## config.mk

```make
export PLATFORM = sky130hd
export DESIGN_NAME = line_trigger_guard
export DESIGN_NICKNAME = d
export VERILOG_FILES = /design/src/pkg/guard_pkg.sv /design/src/hw/pin_sync_edge.sv /design/src/hw/interval_timer.sv /design/src/hw/line_trigger_guard.sv
export SDC_FILE = /design/constraint.sdc
export NUM_CORES = 1
export LEC_CHECK = 0
export BUFFER_PORTS_ARGS = -buffer_cell sky130_fd_sc_hd__buf_2
export CAP_MARGIN = 10
export CORE_ASPECT_RATIO = 1.25
export CORE_MARGIN = 5
export CORE_UTILIZATION = 56
export CTS_BUF_LIST = sky130_fd_sc_hd__clkbuf_2
export CTS_CLUSTER_DIAMETER = 50
export CTS_CLUSTER_SIZE = 10
export DETAILED_ROUTE_END_ITERATION = 8
export PLACE_DENSITY = 0.77
export SYNTH_ARGS = -nofsm -noshare
export SYNTH_HDL_FRONTEND = slang
export SYNTH_SLANG_ARGS = --single-unit
```

## constraint.sdc

```tcl
create_clock -name aclk -period 3.6 [get_ports aclk]
set_input_delay 0 -clock aclk [delete_from_list [all_inputs] [get_ports aclk]]
set_output_delay 0 -clock aclk [all_outputs]
set_load 0.01 [all_outputs]
```

## src/pkg/guard_pkg.sv

```systemverilog
/*
 constants shared by the line trigger guard: timing, register map, fields, states.
 assumes a single 100 MHz clock and 32-bit AXI4-Lite register access.
*/
package guard_pkg;
   // clock and time base
   localparam int CLK_PERIOD_NS = 10;
   localparam int TIME_BASE_NS = 100;
   localparam int TICK_CYCLES = TIME_BASE_NS / CLK_PERIOD_NS;
   // post-exposure dead time, default and with the limit removed (least times: round up)
   localparam int OVERHEAD_DEFAULT_NS = 5400;
   localparam int OVERHEAD_UNLIMITED_NS = 3400;
   localparam int OVERHEAD_DEFAULT_CYC = (OVERHEAD_DEFAULT_NS + CLK_PERIOD_NS - 1) / CLK_PERIOD_NS;
   localparam int OVERHEAD_UNLIMITED_CYC = (OVERHEAD_UNLIMITED_NS + CLK_PERIOD_NS - 1) / CLK_PERIOD_NS;
   // overlap setting that matches the minimum line period
   localparam int MIN_LINE_PERIOD_NS = 12400;
   localparam int OVERLAP_DEFAULT_RAW = (MIN_LINE_PERIOD_NS - OVERHEAD_DEFAULT_NS) / TIME_BASE_NS;

   // register byte offsets
   localparam logic [7:0] ADDR_CONTROL = 8'h00;
   localparam logic [7:0] ADDR_EXPOSURE = 8'h04;
   localparam logic [7:0] ADDR_READOUT = 8'h08;
   localparam logic [7:0] ADDR_OVERLAP = 8'h0c;
   localparam logic [7:0] ADDR_EVENTS = 8'h10;
   localparam logic [7:0] ADDR_MASK = 8'h14;
   localparam logic [7:0] ADDR_LIVE = 8'h18;

   // control fields
   localparam int CTRL_ENABLE = 0;
   localparam int CTRL_TRIG_WIDTH = 1;
   localparam int CTRL_FALLING = 2;
   localparam int CTRL_NO_LIMIT = 3;
   localparam int CTRL_W = 4;
   // event fields (status and mask share them)
   localparam int EV_START_OVT = 0;
   localparam int EV_END_OVT = 1;
   localparam int EV_ACCEPT = 2;
   localparam int EV_W = 3;

   // reset values
   localparam logic [3:0] CONTROL_RESET = 4'h0;
   localparam logic [15:0] EXPOSURE_RESET = 16'h0032;
   localparam logic [15:0] READOUT_RESET = 16'h0064;
   localparam logic [15:0] OVERLAP_RESET = 16'(OVERLAP_DEFAULT_RAW);
   localparam logic [2:0] MASK_RESET = 3'h0;

   // bus answers
   localparam logic [1:0] RESP_OKAY = 2'h0;
   localparam logic [1:0] RESP_SLVERR = 2'h2;

   typedef enum logic [1:0] {
      ST_IDLE = 2'b01,
      ST_EXPOSE = 2'b10
   } line_state_t;
endpackage

```

## src/hw/pin_sync_edge.sv

```systemverilog
/*
 two-flop synchroniser for the trigger pin with start and end edge pulses.
 assumes the pin is asynchronous to aclk; edges come two cycles after the pin moves.
*/
`timescale 1ns/1ps
module pin_sync_edge (
   input wire logic aclk,
   input wire logic aresetn,
   input wire logic pin,
   input wire logic falling_active,
   output logic start_edge,
   output logic end_edge
);
   logic meta, level, level_d;
   logic rise, fall;

   // meta feeds only level; edges are taken from level and level_d
   always_ff @(posedge aclk)
   begin
      if (!aresetn)
      begin
         meta <= 1'b0;
         level <= 1'b0;
         level_d <= 1'b0;
      end
      else
      begin
         meta <= pin;
         level <= meta;
         level_d <= level;
      end
   end

   assign rise = level & ~level_d;
   assign fall = ~level & level_d;
   assign start_edge = falling_active ? fall : rise;
   assign end_edge = falling_active ? rise : fall;
endmodule

```

## src/hw/interval_timer.sv

```systemverilog
/*
 loadable down counter measuring one interval in aclk cycles.
 assumes load_value is already scaled to cycles; busy while the count is not zero.
*/
`timescale 1ns/1ps
module interval_timer #(
   parameter int CNT_W = 20
) (
   input wire logic aclk,
   input wire logic aresetn,
   input wire logic load,
   input wire logic [CNT_W-1:0] load_value,
   output logic [CNT_W-1:0] remaining,
   output logic busy
);
   logic [CNT_W-1:0] next_remaining;

   // load wins over counting down
   always_comb
   begin
      next_remaining = remaining;
      if (load)
         next_remaining = load_value;
      else if (busy)
         next_remaining = remaining - CNT_W'(1);
   end

   always_ff @(posedge aclk)
   begin
      if (!aresetn)
         remaining <= '0;
      else
         remaining <= next_remaining;
   end

   assign busy = (remaining != '0);
endmodule

```

## src/hw/line_trigger_guard.sv

```systemverilog
/*
 line start trigger guard: accepts or rejects external line start edges, times exposure,
 dead time and readout, flags overtriggers, AXI4-Lite register slave and interrupt.
 assumes one 100 MHz clock, synchronous active-low reset, a well-behaved AXI4-Lite master.
*/
// The implementer's own choices: the register offsets and the AXI4-Lite interface to the registers.
`timescale 1ns/1ps
module line_trigger_guard #(
   parameter int RAW_W = 16,
   parameter int CNT_W = 20
) (
   input wire logic aclk,
   input wire logic aresetn,
   input wire logic external_line_start_trigger,
   input wire logic [7:0] s_axi_awaddr,
   input wire logic s_axi_awvalid,
   output logic s_axi_awready,
   input wire logic [31:0] s_axi_wdata,
   input wire logic [3:0] s_axi_wstrb,
   input wire logic s_axi_wvalid,
   output logic s_axi_wready,
   output logic [1:0] s_axi_bresp,
   output logic s_axi_bvalid,
   input wire logic s_axi_bready,
   input wire logic [7:0] s_axi_araddr,
   input wire logic s_axi_arvalid,
   output logic s_axi_arready,
   output logic [31:0] s_axi_rdata,
   output logic [1:0] s_axi_rresp,
   output logic s_axi_rvalid,
   input wire logic s_axi_rready,
   output logic awaiting_trigger,
   output logic exposure_active,
   output logic irq
);
   ////////////////////////////////////////////////////////////////////////////////////////////////
   logic [guard_pkg::CTRL_W-1:0] control, next_control;
   logic [RAW_W-1:0] exposure_raw, next_exposure_raw, readout_raw, next_readout_raw;
   logic [RAW_W-1:0] overlap_raw, next_overlap_raw;
   logic [guard_pkg::EV_W-1:0] events, next_events, mask, next_mask, ev_set;
   logic aw_held, next_aw_held, w_held, next_w_held;
   logic [7:0] awaddr_q, next_awaddr_q;
   logic [31:0] wdata_q, next_wdata_q;
   logic [3:0] wstrb_q, next_wstrb_q;
   logic next_awready, next_wready, next_bvalid, next_arready, next_rvalid, next_irq;
   logic [1:0] next_bresp, next_rresp;
   logic [31:0] next_rdata, wr_word;
   guard_pkg::line_state_t state, next_state;
   logic next_awaiting, next_exposing;
   logic start_edge, end_edge, legal_start, end_now, load_exp, load_post;
   logic exp_busy, post_busy, ro_busy, readout_ok;
   logic [CNT_W-1:0] exp_left, post_left, ro_left, exp_cyc, post_cyc, ro_cyc, window_cyc;
   logic trig_width;

   assign trig_width = control[guard_pkg::CTRL_TRIG_WIDTH];

   // byte-lane merge of a write into a register image
   function automatic logic [31:0] merge(input logic [31:0] old, input logic [31:0] d, input logic [3:0] s);
      logic [31:0] r;
      r = old;
      for (int i = 0; i < 4; i++)
         if (s[i])
            r[8*i +: 8] = d[8*i +: 8];
      return r;
   endfunction

   // raw values in 100 ns units become cycle counts
   assign exp_cyc = (exposure_raw == '0) ? CNT_W'(1) :
                    CNT_W'(exposure_raw) * CNT_W'(guard_pkg::TICK_CYCLES);
   assign ro_cyc = CNT_W'(readout_raw) * CNT_W'(guard_pkg::TICK_CYCLES);
   assign post_cyc = control[guard_pkg::CTRL_NO_LIMIT] ? CNT_W'(guard_pkg::OVERHEAD_UNLIMITED_CYC) :
                     CNT_W'(guard_pkg::OVERHEAD_DEFAULT_CYC);
   assign window_cyc = trig_width ? CNT_W'(overlap_raw) * CNT_W'(guard_pkg::TICK_CYCLES) : exp_cyc;

   ////////////////////////////////////////////////////////////////////////////////////////////////
   // pin synchroniser and the three interval timers
   pin_sync_edge trig_sync (
      .aclk(aclk),
      .aresetn(aresetn),
      .pin(external_line_start_trigger),
      .falling_active(control[guard_pkg::CTRL_FALLING]),
      .start_edge(start_edge),
      .end_edge(end_edge)
   );

   interval_timer #(.CNT_W(CNT_W)) exp_timer (
      .aclk(aclk),
      .aresetn(aresetn),
      .load(load_exp),
      .load_value(exp_cyc),
      .remaining(exp_left),
      .busy(exp_busy)
   );

   interval_timer #(.CNT_W(CNT_W)) post_timer (
      .aclk(aclk),
      .aresetn(aresetn),
      .load(load_post),
      .load_value(post_cyc),
      .remaining(post_left),
      .busy(post_busy)
   );

   interval_timer #(.CNT_W(CNT_W)) readout_timer (
      .aclk(aclk),
      .aresetn(aresetn),
      .load(load_post),
      .load_value(ro_cyc),
      .remaining(ro_left),
      .busy(ro_busy)
   );

   ////////////////////////////////////////////////////////////////////////////////////////////////
   // line acquisition sequencing; in trigger width mode a large overlap setting arms the wait output early
   assign legal_start = control[guard_pkg::CTRL_ENABLE] && (state == guard_pkg::ST_IDLE) && !post_busy;
   assign readout_ok = (ro_left <= window_cyc);

   always_comb
   begin
      next_state = state;
      ev_set = '0;
      load_exp = 1'b0;
      load_post = 1'b0;
      end_now = 1'b0;
      unique case (state)
         guard_pkg::ST_IDLE:
         begin
            if (start_edge && legal_start)
            begin
               next_state = guard_pkg::ST_EXPOSE;
               load_exp = !trig_width;
               ev_set[guard_pkg::EV_ACCEPT] = 1'b1;
            end
            else if (start_edge && control[guard_pkg::CTRL_ENABLE])
               ev_set[guard_pkg::EV_START_OVT] = 1'b1;
         end
         guard_pkg::ST_EXPOSE:
         begin
            if (trig_width)
            begin
               end_now = end_edge && !ro_busy;
               if (end_edge && ro_busy)
                  ev_set[guard_pkg::EV_END_OVT] = 1'b1;
            end
            else
               end_now = (exp_left == CNT_W'(1));
            if (start_edge)
               ev_set[guard_pkg::EV_START_OVT] = 1'b1;
            if (end_now)
            begin
               next_state = guard_pkg::ST_IDLE;
               load_post = 1'b1;
            end
         end
      endcase
      next_exposing = (next_state == guard_pkg::ST_EXPOSE);
      next_awaiting = (next_state == guard_pkg::ST_IDLE) && !load_post && !post_busy && readout_ok &&
                      control[guard_pkg::CTRL_ENABLE];
   end

   always_ff @(posedge aclk)
   begin
      if (!aresetn)
      begin
         state <= guard_pkg::ST_IDLE;
         exposure_active <= 1'b0;
         awaiting_trigger <= 1'b0;
      end
      else
      begin
         state <= next_state;
         exposure_active <= next_exposing;
         awaiting_trigger <= next_awaiting;
      end
   end

   ////////////////////////////////////////////////////////////////////////////////////////////////
   // AXI4-Lite slave, registers, sticky events and interrupt
   always_comb
   begin
      next_aw_held = aw_held;
      next_awaddr_q = awaddr_q;
      next_w_held = w_held;
      next_wdata_q = wdata_q;
      next_wstrb_q = wstrb_q;
      next_bvalid = s_axi_bvalid;
      next_bresp = s_axi_bresp;
      next_rvalid = s_axi_rvalid;
      next_rdata = s_axi_rdata;
      next_rresp = s_axi_rresp;
      next_control = control;
      next_exposure_raw = exposure_raw;
      next_readout_raw = readout_raw;
      next_overlap_raw = overlap_raw;
      next_mask = mask;
      next_events = events;
      wr_word = '0;
      if (s_axi_awvalid && s_axi_awready)
      begin
         next_aw_held = 1'b1;
         next_awaddr_q = s_axi_awaddr;
      end
      if (s_axi_wvalid && s_axi_wready)
      begin
         next_w_held = 1'b1;
         next_wdata_q = s_axi_wdata;
         next_wstrb_q = s_axi_wstrb;
      end
      if (s_axi_bvalid && s_axi_bready)
         next_bvalid = 1'b0;
      // write once both halves are in and the previous answer is gone
      if (aw_held && w_held && !s_axi_bvalid)
      begin
         next_aw_held = 1'b0;
         next_w_held = 1'b0;
         next_bvalid = 1'b1;
         next_bresp = guard_pkg::RESP_OKAY;
         case ({awaddr_q[7:2], 2'b00})
            guard_pkg::ADDR_CONTROL:
            begin
               wr_word = merge(32'(control), wdata_q, wstrb_q);
               next_control = wr_word[guard_pkg::CTRL_W-1:0];
            end
            guard_pkg::ADDR_EXPOSURE:
            begin
               wr_word = merge(32'(exposure_raw), wdata_q, wstrb_q);
               next_exposure_raw = wr_word[RAW_W-1:0];
            end
            guard_pkg::ADDR_READOUT:
            begin
               wr_word = merge(32'(readout_raw), wdata_q, wstrb_q);
               next_readout_raw = wr_word[RAW_W-1:0];
            end
            guard_pkg::ADDR_OVERLAP:
            begin
               wr_word = merge(32'(overlap_raw), wdata_q, wstrb_q);
               next_overlap_raw = wr_word[RAW_W-1:0];
            end
            guard_pkg::ADDR_EVENTS:
            begin
               wr_word = merge(32'h0, wdata_q, wstrb_q);
               next_events = events & ~wr_word[guard_pkg::EV_W-1:0];
            end
            guard_pkg::ADDR_MASK:
            begin
               wr_word = merge(32'(mask), wdata_q, wstrb_q);
               next_mask = wr_word[guard_pkg::EV_W-1:0];
            end
            guard_pkg::ADDR_LIVE: ;
            default: next_bresp = guard_pkg::RESP_SLVERR;
         endcase
      end
      // set wins over a clear in the same cycle
      next_events = next_events | ev_set;
      if (s_axi_rvalid && s_axi_rready)
         next_rvalid = 1'b0;
      if (s_axi_arvalid && s_axi_arready)
      begin
         next_rvalid = 1'b1;
         next_rresp = guard_pkg::RESP_OKAY;
         case ({s_axi_araddr[7:2], 2'b00})
            guard_pkg::ADDR_CONTROL: next_rdata = 32'(control);
            guard_pkg::ADDR_EXPOSURE: next_rdata = 32'(exposure_raw);
            guard_pkg::ADDR_READOUT: next_rdata = 32'(readout_raw);
            guard_pkg::ADDR_OVERLAP: next_rdata = 32'(overlap_raw);
            guard_pkg::ADDR_EVENTS: next_rdata = 32'(events);
            guard_pkg::ADDR_MASK: next_rdata = 32'(mask);
            guard_pkg::ADDR_LIVE: next_rdata = 32'({ro_busy, post_busy, exposure_active, awaiting_trigger});
            default:
            begin
               next_rdata = '0;
               next_rresp = guard_pkg::RESP_SLVERR;
            end
         endcase
      end
      next_awready = !next_aw_held && !next_bvalid;
      next_wready = !next_w_held && !next_bvalid;
      next_arready = !next_rvalid;
      next_irq = |(next_events & next_mask);
   end

   always_ff @(posedge aclk)
   begin
      if (!aresetn)
      begin
         aw_held <= 1'b0;
         w_held <= 1'b0;
         awaddr_q <= '0;
         wdata_q <= '0;
         wstrb_q <= '0;
         s_axi_awready <= 1'b0;
         s_axi_wready <= 1'b0;
         s_axi_bvalid <= 1'b0;
         s_axi_bresp <= guard_pkg::RESP_OKAY;
         s_axi_arready <= 1'b0;
         s_axi_rvalid <= 1'b0;
         s_axi_rdata <= '0;
         s_axi_rresp <= guard_pkg::RESP_OKAY;
         control <= guard_pkg::CONTROL_RESET;
         exposure_raw <= guard_pkg::EXPOSURE_RESET;
         readout_raw <= guard_pkg::READOUT_RESET;
         overlap_raw <= guard_pkg::OVERLAP_RESET;
         mask <= guard_pkg::MASK_RESET;
         events <= '0;
         irq <= 1'b0;
      end
      else
      begin
         aw_held <= next_aw_held;
         w_held <= next_w_held;
         awaddr_q <= next_awaddr_q;
         wdata_q <= next_wdata_q;
         wstrb_q <= next_wstrb_q;
         s_axi_awready <= next_awready;
         s_axi_wready <= next_wready;
         s_axi_bvalid <= next_bvalid;
         s_axi_bresp <= next_bresp;
         s_axi_arready <= next_arready;
         s_axi_rvalid <= next_rvalid;
         s_axi_rdata <= next_rdata;
         s_axi_rresp <= next_rresp;
         control <= next_control;
         exposure_raw <= next_exposure_raw;
         readout_raw <= next_readout_raw;
         overlap_raw <= next_overlap_raw;
         mask <= next_mask;
         events <= next_events;
         irq <= next_irq;
      end
   end
endmodule

```

==> metrics.txt, run 1 <==
Max Clk Rate 266 MHz; die area 23100 um^2; Worst Hold Path EP aw_held; fin nets 1735; WL final 38800 um; vias in the first global route 11531; top_reg_cell synth dfxtp_1; failing checks setup timing; Die W 137 um; largest net degree at the start of global routing 74; crit path cell chain buf_6 -> ha_4 -> ha_4 -> a211oi_4 -> o21a_1 -> or4_4 -> nand2_4 -> and4b_1 -> o32ai_2 -> ha_1 -> nand4_1 -> nor3_2 -> nand4_1 -> a21oi_2 -> nor4_2 -> o2111a_1; post-synth cell types 80; Hold Path Stages 4; top-area cell type share of the netlist area 0.311; Register Area 3540 um^2; Routability Congestion 0.936; area growth from synthesis to layout 24.7%; Via density 6.34; Reg clk slew, reported paths 0.29 ns; gr usage total 0.327; crit path time final 3.76 ns; hold_sp s_axi_awvalid; Yosys warnings 0; CP delay by family, top simple AND/OR/NAND/NOR gates; EDFF count, synth 0; PwrDens 448 nW/um^2; CTS sink cnt 175; # fillers 1410; reg2reg setup slack -0.16 ns; CTS tree done; share of layout cells above drive strength 1 0.179; leakage power 6.15 nW; max_cap viols 0; VDD IR-drop max 469 uV; PortBufs 63; global route overflow 0; count leader, synth dfxtp_1; reg2reg start overlap_raw[3]; initial antenna violation count 2; Final Max Slew Viols 0; Syn Inst Count 1349; Yosys reg bits 175; worst reg2reg endpoint awaiting_trigger; Setup CP Type reg2reg; nature of the critical path endpoint flip-flop; Worst Hold Class in2reg; mapped cell area 11300 um^2; router iterations before antenna repair 7; Max Root-Sink Buffers 2; global-route wire length before repair 59900 um; final instance area 14000 um^2; H-Tree Depth 4; Worst Path Buf+Inv 1; top cells by area, synth dfxtp_1 31%, ha_1 12%, nor2_1 5.3%, a21oi_1 5.2%, mux2i_1 4.8%; status finished, violations left; Least-Margin Pin Slew 0.853 ns; relative slew slack 0.430; core area 20000 um^2; skew final 0.0500 ns; via count 11748; setup violators final 1; Hold Violations, Final 0; CTS buffer count 17; RSZ-0062 raised after global routing true; CP Data Arrival Time 4.49 ns; Reg2Reg Depth 16; Final Worst Setup Slack -0.165 ns; Post-DP HPWL 24100 um; Antenna Violating Nets Remaining 0; Starting Density 0.565; row count 58; Max stage delay on crit path 0.55 ns; Slowest cell on crit path or4_4; cell area after placement 12100 um^2; Root Buffer clkbuf_2; sequential share of the synthesized area 0.311; multi-input logic area 7720 um^2; IO Pins 104; DRC errors left 0; Power Total 6.29 mW; syn_area_per_cell 8.35 um^2; DR iter-0 viols 1452; WL/cell 21.0 um; Worst Setup Start Kind flip-flop; WP data required 4.33 ns; Die H 169 um; area leader, netlist dfxtp_1; clk_lat worst skew 0.84 ns; async set-reset flop share out of synthesis 0; largest fanout on the critical path 3; Fin Hold WS 0.124 ns; commonest cells in the netlist 175 x dfxtp_1, 159 x nor2_1, 118 x a21oi_1; crit share post-route 1.05
[cells by family after synthesis]
kind of cell | after synthesis | share of synthesized area
compound gates | 307 | 0.172
xor+xnor | 67 | 0.0521
fa+ha+maj | 111 | 0.125
buf+inv | 101 | 0.0415
flops | 175 | 0.311
mux | 74 | 0.0710
other cells | 1 | 0.000333
simple gates | 513 | 0.227
[power breakdown]
part           leakage [nW]  internal (mW)  switching [mW]
registers              1.43           2.20           0.360
clock network         0.147          0.290           0.824
logic                  4.57           1.19            1.43
[worst register-to-register path, delay by kind of cell (launching register included)]
family,cells,cell delay [ns]
simple gates,7,1.51
buf+inv,1,0.13
fa+ha+maj,3,0.85
flops,1,0.40
compound gates,5,0.80
[metal layers]
layer	routed length, um	vias to the layer above	track usage
li1	-	5289	-
met1	14300	5543	0.389
met2	18500	650	0.539
met3	3040	266	0.0684
met4	2970	0	0.195
met5	0	-	0
[cells in the final DEF (no fill, tap or decap), types with 7 or more instances in the layout]
cell type | Yosys | layout
dfxtp_1 | 175 | 154
mux2_2 | 17 | 16
o22ai_1 | 7 | 7
nor3_1 | 56 | 53
or3_1 | 8 | 8
xnor2_1 | 33 | 33
nand3_1 | 44 | 44
dlygate4sd3_1 | 0 | 120
or2_2 | 7 | 7
nor2b_1 | 10 | 9
o21ai_0 | 49 | 42
nand2_1 | 116 | 115
a21oi_1 | 118 | 115
nor2_1 | 159 | 159
a21o_1 | 12 | 12
ha_1 | 108 | 89
conb_1 | 1 | 18
a211oi_1 | 15 | 13
and2_1 | 12 | 12
mux2i_1 | 54 | 54
dfxtp_2 | 0 | 15
clkbuf_2 | 1 | 17
nand4_1 | 13 | 13
o21a_1 | 17 | 17
ha_4 | 0 | 16
and3_1 | 12 | 11
inv_1 | 25 | 23
or4_1 | 10 | 8
nor4_1 | 19 | 18
nand2b_1 | 14 | 14
o211ai_1 | 7 | 7
xor2_1 | 34 | 33
buf_4 | 19 | 68
o21ai_1 | 2 | 7
a22oi_1 | 21 | 21
buf_2 | 7 | 63
[worst max-delay path by stage]
stage	start	endpoint	slack, ns	cells after the start
CTS	overlap_raw[12]	awaiting_trigger	0.009	15
detailed placement	exposure_raw[3]	awaiting_trigger	-0.21	17
global placement	overlap_raw[1]	awaiting_trigger	-0.07	16
finish	overlap_raw[3]	awaiting_trigger	-0.16	16
floorplan	overlap_raw[1]	awaiting_trigger	0.07	16
global route	exposure_raw[12]	awaiting_trigger	-0.31	17
[sequential cells by signal, indices dropped and copies added (netlist names), 2 cells and up]
name	flops
awaddr_q	6
control	4
events	3
exp_timer.remaining	20
exposure_raw	16
mask	3
overlap_raw	16
post_timer.remaining	20
readout_raw	16
readout_timer.remaining	20
s_axi_rdata	16
state	2
wdata_q	16
wstrb_q	2
[area by class of cell]
type | count | area share
Inverter | 25 | 0.00677
Timing Repair Buffer | 255 | 0.148
Multi-Input combinational cell | 1090 | 0.550
Sequential cell | 175 | 0.252
Tap cell | 270 | 0.0240
Clock buffer | 17 | 0.00606
Antenna cell | 5 | 0.000891
Clock inverter | 15 | 0.0119
[what timing repair did]
action,CTS,global route
gates cloned,0,0
hold buffers,120,0
hold endpoints to repair,107,0
resized for setup,36,58
buffers inserted,4,3
pin swaps,18,31
endpoints found under the setup margin,1,2
[stage by stage]
stage / cells / setup slack, ns / util / setup TNS, ns
3_5_place_dp: 1688 / -0.214 / 0.607 / -0.214
4_1_cts: 1844 / 0.00861 / 0.687 / 0
6_report: 1852 / -0.165 / 0.704 / -0.165
2_1_floorplan: 1366 / 0.0714 / - / 0
5_1_grt: 1848 / -0.313 / 0.703 / -0.313
3_3_place_gp: 1688 / -0.0747 / 0.607 / -0.0747
No activity file was read; power rests on OpenSTA's default activity.
==> run 2: changes to the inputs <==
SYNTH_HIERARCHICAL = 1   (was unset)
==> metrics.txt, run 2 <==
core area 20200 um^2 (+1.1%); Hold Violations, Final 0 (unchanged); skew final 0.113 ns (+0.0628 ns); Hold Path Stages 4 (unchanged); Max Clk Rate 265 MHz (-0.42%); Least-Margin Pin Slew 1.06 ns (+0.203 ns); most common cell after layout, fill and taps aside dfxtp_1; async set-reset flop share out of synthesis 0 (unchanged); setup violators final 1 (unchanged); Logic pwr share 0.435 (+0.019); DRC errors left 0 (unchanged); IO Pins 104 (unchanged); max_cap viols 0 (unchanged); leakage power 6.41 nW (+4.2%); Worst Hold Class in2reg; cell area after placement 12300 um^2 (+1.3%); vias in the first global route 11314 (-1.9%); clk_lat worst skew 0.87 ns (+0.03 ns); clock power share 0.173 (-0.004); H-Tree Depth 4 (unchanged); Yosys warnings 6 (+6); Die H 170 um (+0.86%); Final Non-Filler Cells 1853 (+0.054%); top cells by area, synth dfxtp_1 31%, ha_1 12%, mux2i_1 6.3%, nand2_1 4.9%, nor2_1 4.6%; RSZ-0062 raised after global routing true; Die W 138 um (+0.85%); largest net degree at the start of global routing 58 (-22%); final instance area 14200 um^2 (+1.2%); placed insts 1684 (-0.24%); commonest non-fill, non-tap cells in the layout 160 x dfxtp_1, 150 x nand2_1, 139 x nor2_1; worst reg2reg endpoint awaiting_trigger; Final Max Slew Viols 0 (unchanged); PortBufs 63 (unchanged); Pint 3.88 mW (+5.3%); reg2reg setup slack -0.18 ns (-0.02 ns); Reg clk slew, reported paths 0.41 ns (+0.12 ns); CTS sink cnt 175 (unchanged); PwrDens 480 nW/um^2 (+7.1%); Net Switching 2.94 mW (+13%); reg2reg start exposure_raw[3]; Final Worst Setup Slack -0.181 ns (-0.0160 ns); share of layout cells above drive strength 1 0.195 (+0.0165); EDFF count, synth 0 (unchanged); via count 11450 (-2.5%); gr usage total 0.309 (-0.0174); mapped cell area 11500 um^2 (+1.8%); WL/cell 20.6 um (-1.8%); Reg2Reg Depth 18 (+2); CP Data Arrival Time 4.52 ns (+0.03 ns); status finished, violations left; CTS tree done; top-area cell type share of the netlist area 0.305 (-0.00560); fin nets 1742 (+0.40%); Root Buffer clkbuf_2; Worst Hold Path EP s_axi_awready; global-route wire length before repair 59200 um (-1.3%); largest fanout on the critical path 3 (unchanged); hold_sp s_axi_awvalid; Post-DP HPWL 22600 um (-6.0%); relative slew slack 0.295 (-0.135); Setup CP Type reg2reg; Worst Setup Start Kind flip-flop; Starting Density 0.569 (+0.00414); top_reg_cell synth dfxtp_1; Util after Layout 0.705 (+0.00109); WL final 38100 um (-1.7%); area growth from synthesis to layout 24.0%; row count 58 (unchanged); syn_area_per_cell 8.61 um^2 (+3.1%); router iterations before antenna repair 7 (unchanged); DR iter-0 viols 1243 (-14%); count leader, synth dfxtp_1; area leader, netlist dfxtp_1; die area 23500 um^2 (+1.7%); WP data required 4.34 ns (about the same); CTS buffer count 17 (unchanged); global route overflow 0 (unchanged); Syn Inst Count 1333 (-1.2%); crit path time final 3.78 ns (+0.0160 ns); sequential share of power 0.393 (-0.014); Yosys reg bits 175 (unchanged); sequential share of the synthesized area 0.305 (-0.00560); commonest cells in the netlist 175 x dfxtp_1, 150 x nand2_1, 142 x nor2_1; Regs by FF count exp_timer/remaining x20, post_timer/remaining x20, readout_timer/remaining x20; crit share post-route 1.05 (+0.00444); Max Root-Sink Buffers 2 (unchanged); setup TNS -0.181 ns (-0.0160 ns); VDD IR-drop max 483 uV (+3.1%); post-synth cell types 77 (-3.8%); initial antenna violation count 1 (-1); Antenna Violating Nets Remaining 0 (unchanged); sw frac 0.432 (+0.0167); Routability Congestion 0.938 (+0.18%); Via density 6.18 (-2.6%); failing checks setup timing; nature of the critical path endpoint flip-flop
## run 2: worst max path at each step
stage                          startpoint               end  slack (ns)
after floorplan            overlap_raw[1]  awaiting_trigger        0.04
after global placement    exposure_raw[3]  awaiting_trigger       -0.06
after detailed placement  exposure_raw[3]  awaiting_trigger       -0.29
after CTS                 exposure_raw[3]  awaiting_trigger       0.002
after global routing      exposure_raw[3]  awaiting_trigger       -0.28
final                     exposure_raw[3]  awaiting_trigger       -0.18
## run 2: power groups by stage
stage	registers (mW)	clock network, mW	logic (mW)
floorplan	2.58	0	2.27
global placement	2.69	0	2.60
detailed placement	2.70	0	2.68
CTS	2.66	1.15	2.85
global route	2.72	1.26	3.27
finish	2.68	1.18	2.96
## run 2: timing repair
action | CTS | global route
buffers inserted | 13 | 6
endpoints found under the hold margin | 121 | 0
hold buffers | 117 | 0
setup endpoints to repair | 1 | 15
gates resized for setup | 26 | 53
pin swaps | 24 | 26
## run 2: area by class of cell
type | count | area [um^2]
fill | 1377 | 5950
multi-input combinational | 1090 | 7900
inverter | 31 | 116
antenna | 1 | 2.50
clock buffer | 17 | 85.1
sequential | 175 | 3530
tap | 270 | 338
timing repair buffer | 254 | 2050
clock inverter | 15 | 206
## run 2: cells by family (layout without fill, tap and decap cells)
logic type,count (synthesis),in the layout,share of synthesized area
adder cells (fa/ha/maj),113,113,0.125
AND/OR/NAND/NOR,497,497,0.225
XOR/XNOR,76,76,0.0580
AO/OA/AOI/OAI,291,291,0.169
multiplexers,78,78,0.0719
other,2,36,0.000655
buffers and inverters,101,317,0.0444
flip-flops,175,175,0.305
## run 2: critical path, cell delays in order, from the launching register on
cell and delay, ns:
dfxtp_4 0.44, ha_4 0.27, ha_4 0.13, inv_2 0.04
fa_2 0.34, nor2b_2 0.17, o21ai_2 0.09, o21ai_2 0.24
a21oi_2 0.10, o211ai_1 0.24, mux2_4 0.34, mux2i_1 0.18
ha_1 0.28, nand4_1 0.14, buf_4 0.15, nor2_2 0.04
nand2_1 0.06, o2111ai_2 0.10, a2111oi_2 0.36
## run 2: metrics by stage
step	hold WS, ns	setup slack [ns]	total power, mW
floorplan	0.122	0.0421	4.85
global placement	0.209	-0.0576	5.29
detailed placement	0.208	-0.294	5.38
CTS	0.00463	0.00237	6.66
global route	0.104	-0.279	7.25
finish	0.113	-0.181	6.82
## run 2: routing by layer
layer,vias to the layer above,track usage,wire length [um]
li1,5224,-,-
met1,5279,0.355,14000
met4,0,0.184,2760
met5,-,0,0
met2,730,0.530,18400
met3,217,0.0694,3060
==> run 3: changes to the inputs <==
CELL_PAD_IN_SITES_DETAIL_PLACEMENT = 1   (was unset)
CELL_PAD_IN_SITES_GLOBAL_PLACEMENT = 1   (was unset)
CORE_UTILIZATION = 43   (was 56)
==> metrics.txt, run 3 (synthesis gave the netlist of run 2 again) <==
status finished, violations left; failing checks setup timing; PortBufs 63 (unchanged); die area 30100 um^2 (+28%); CP delay by family, top compound AO/OA/AOI/OAI gates; Final Max Slew Viols 0 (unchanged); # fillers 3006 (+120%); Regs by FF count exp_timer/remaining x20, post_timer/remaining x20, readout_timer/remaining x20; Hold Violations, Final 0 (unchanged); Util after Layout 0.553 (-0.152); Worst setup startpoint overlap_raw[3]; RSZ-0062 raised after global routing true; most common cell after layout, fill and taps aside dfxtp_1; placed insts 1781 (+5.8%); Reg2Reg Depth 20 (+2); fin nets 1764 (+1.3%); via count 12102 (+5.7%); CP Data Arrival Time 4.60 ns (+0.08 ns); leakage power 6.51 nW (+1.7%); Worst Path Buf+Inv 4 (+2); crit path time final 3.86 ns (+0.0748 ns); DR iter-0 viols 1143 (-8.0%); IO Pins 104 (unchanged); skew final 0.120 ns (+0.00694 ns); Starting Density 0.438 (-0.130); row count 66 (+14%); Max Clk Rate 259 MHz (-1.9%); DRC errors left 0 (unchanged); relative slew slack 0.351 (+0.0555); vias in the first global route 12930 (+14%); nature of the critical path endpoint flip-flop; Die H 193 um (+13%); cell area after placement 12600 um^2 (+2.5%); Final Worst Setup Slack -0.255 ns (-0.0748 ns); Worst Hold Class in2reg; Die W 156 um (+13%); CTS sink cnt 175 (unchanged); reg2reg setup slack -0.26 ns (-0.07 ns); Root Buffer clkbuf_2; Via density 6.21 (+0.49%); final instance area 14500 um^2 (+1.8%); crit path cell chain ha_1 -> ha_1 -> inv_1 -> fa_2 -> nand2b_4 -> a21oi_2 -> nor3_2 -> o21ai_2 -> a31oi_2 -> buf_4 -> buf_4 -> nand3_1 -> o311a_1 -> ha_1 -> nand4_1 -> buf_4 -> nor4_4 -> o21ai_1 -> o2111ai_2 -> a2111oi_2; Antenna Violating Nets Remaining 0 (unchanged); largest net degree at the start of global routing 54 (-6.9%); WL final 51700 um (+36%); setup TNS -0.255 ns (-0.0748 ns); router iterations before antenna repair 5 (-2); reg2reg start overlap_raw[3]; worst reg2reg endpoint awaiting_trigger; core area 26200 um^2 (+30%); Max stage delay on crit path 0.42 ns (-0.02 ns); WP data required 4.35 ns (about the same); Reg clk slew, reported paths 0.35 ns (-0.06 ns); area growth from synthesis to layout 26.2%; clk_lat worst skew 0.90 ns (+0.03 ns); pre-CTS setup slack -0.367 ns (-0.0732 ns); Routability Congestion 0.885 (-5.6%); global-route wire length before repair 74000 um (+25%); Least-Margin Pin Slew 0.973 ns (-0.0832 ns); WL/cell 26.5 um (+29%); WP depth 20 (+2); largest fanout on the critical path 3 (unchanged); Worst Setup Start Kind flip-flop; gr usage total 0.316 (+0.00662); crit share post-route 1.07 (+0.0208); H-Tree Depth 4 (unchanged); Post-DP HPWL 27600 um (+22%); VDD IR-drop max 420 uV (-13%); Final Non-Filler Cells 1949 (+5.2%); Setup CP Type reg2reg; share of layout cells above drive strength 1 0.207 (+0.0117); PwrDens 493 nW/um^2 (+2.9%); setup violators final 1 (unchanged); commonest non-fill, non-tap cells in the layout 159 x dfxtp_1, 150 x nand2_1, 137 x nor2_1; Slowest cell on crit path dfxtp_2; initial antenna violation count 4 (+3); CTS tree done; max_cap viols 0 (unchanged); global route overflow 0 (unchanged); Max Root-Sink Buffers 2 (unchanged); CTS buffer count 17 (unchanged); worst setup path end awaiting_trigger
## run 3: cell count changes in the layout (fill, tap and decap cells not counted), sizes merged
| cell | previous run | this run |
|---|---|---|
| inv | 37 | 39 |
| bufinv | 0 | 2 |
| buf | 137 | 158 |
| diode | 1 | 5 |
| clkinv | 9 | 3 |
| clkbuf | 17 | 19 |
| dlygate4sd3 | 117 | 118 |
## run 3: area by class of cell
| class | instances | area (um^2) | area share |
|---|---|---|---|
| multi-input cells | 1090 | 7900 | 0.546 |
| inverters | 31 | 116 | 0.00804 |
| flip-flops and latches | 175 | 3540 | 0.244 |
| repair buffers | 276 | 2220 | 0.153 |
| well taps | 340 | 425 | 0.0294 |
| clock buffers | 19 | 95.1 | 0.00657 |
| diodes | 5 | 12.5 | 0.000864 |
| clock inverters | 13 | 170 | 0.0118 |
## run 3: worst min path at each step
stage	slack (ns)	to	depth (start not counted)	start
final	0.16	s_axi_rresp[1]	4	s_axi_araddr[7]
after global routing	0.1	s_axi_rresp[1]	4	s_axi_araddr[7]
after CTS	0.01	s_axi_rdata[1]	6	s_axi_araddr[7]
after detailed placement	0.22	trig_sync/meta	2	external_line_start_trigger
after global placement	0.20	trig_sync/meta	2	external_line_start_trigger
after floorplan	0.12	trig_sync/level	1	aresetn
## run 3: metal layers
metal | part of all wire | vias to the layer above | GRT usage
li1 | - | 5270 | -
met3 | 0.058 | 317 | 0.0482
met2 | 0.49 | 634 | 0.572
met1 | 0.35 | 5879 | 0.333
met4 | 0.096 | 2 | 0.220
met5 | 0.00014 | - | 0
## run 3: metrics by stage
stage               hold WS, ns  power (mW)
detailed placement        0.217        5.50
floorplan                 0.122        4.85
global placement          0.204        5.38
global route             0.0959        7.52
CTS                      0.0132        6.84
finish                    0.160        7.14
## run 3: where the power goes
part           switching, mW  internal (mW)
clock network          0.884          0.362
logic                   1.78           1.40
registers              0.496           2.23
total                   3.16           3.99
## run 3: worst min-delay path, stage by stage
cell and delay (ns):
buf_2 0.09, nor3_1 0.12, a211oi_1 0.23, dlygate4sd3_1 0.59
## run 3: repair_timing
item | in CTS | in global routing
hold buffers | 118 | 0
resized for setup | 54 | 27
gates cloned | 0 | 0
setup buffers | 8 | 5
endpoints found under the setup margin | 1 | 14
pin swaps | 26 | 13
hold endpoints to repair | 104 | 0
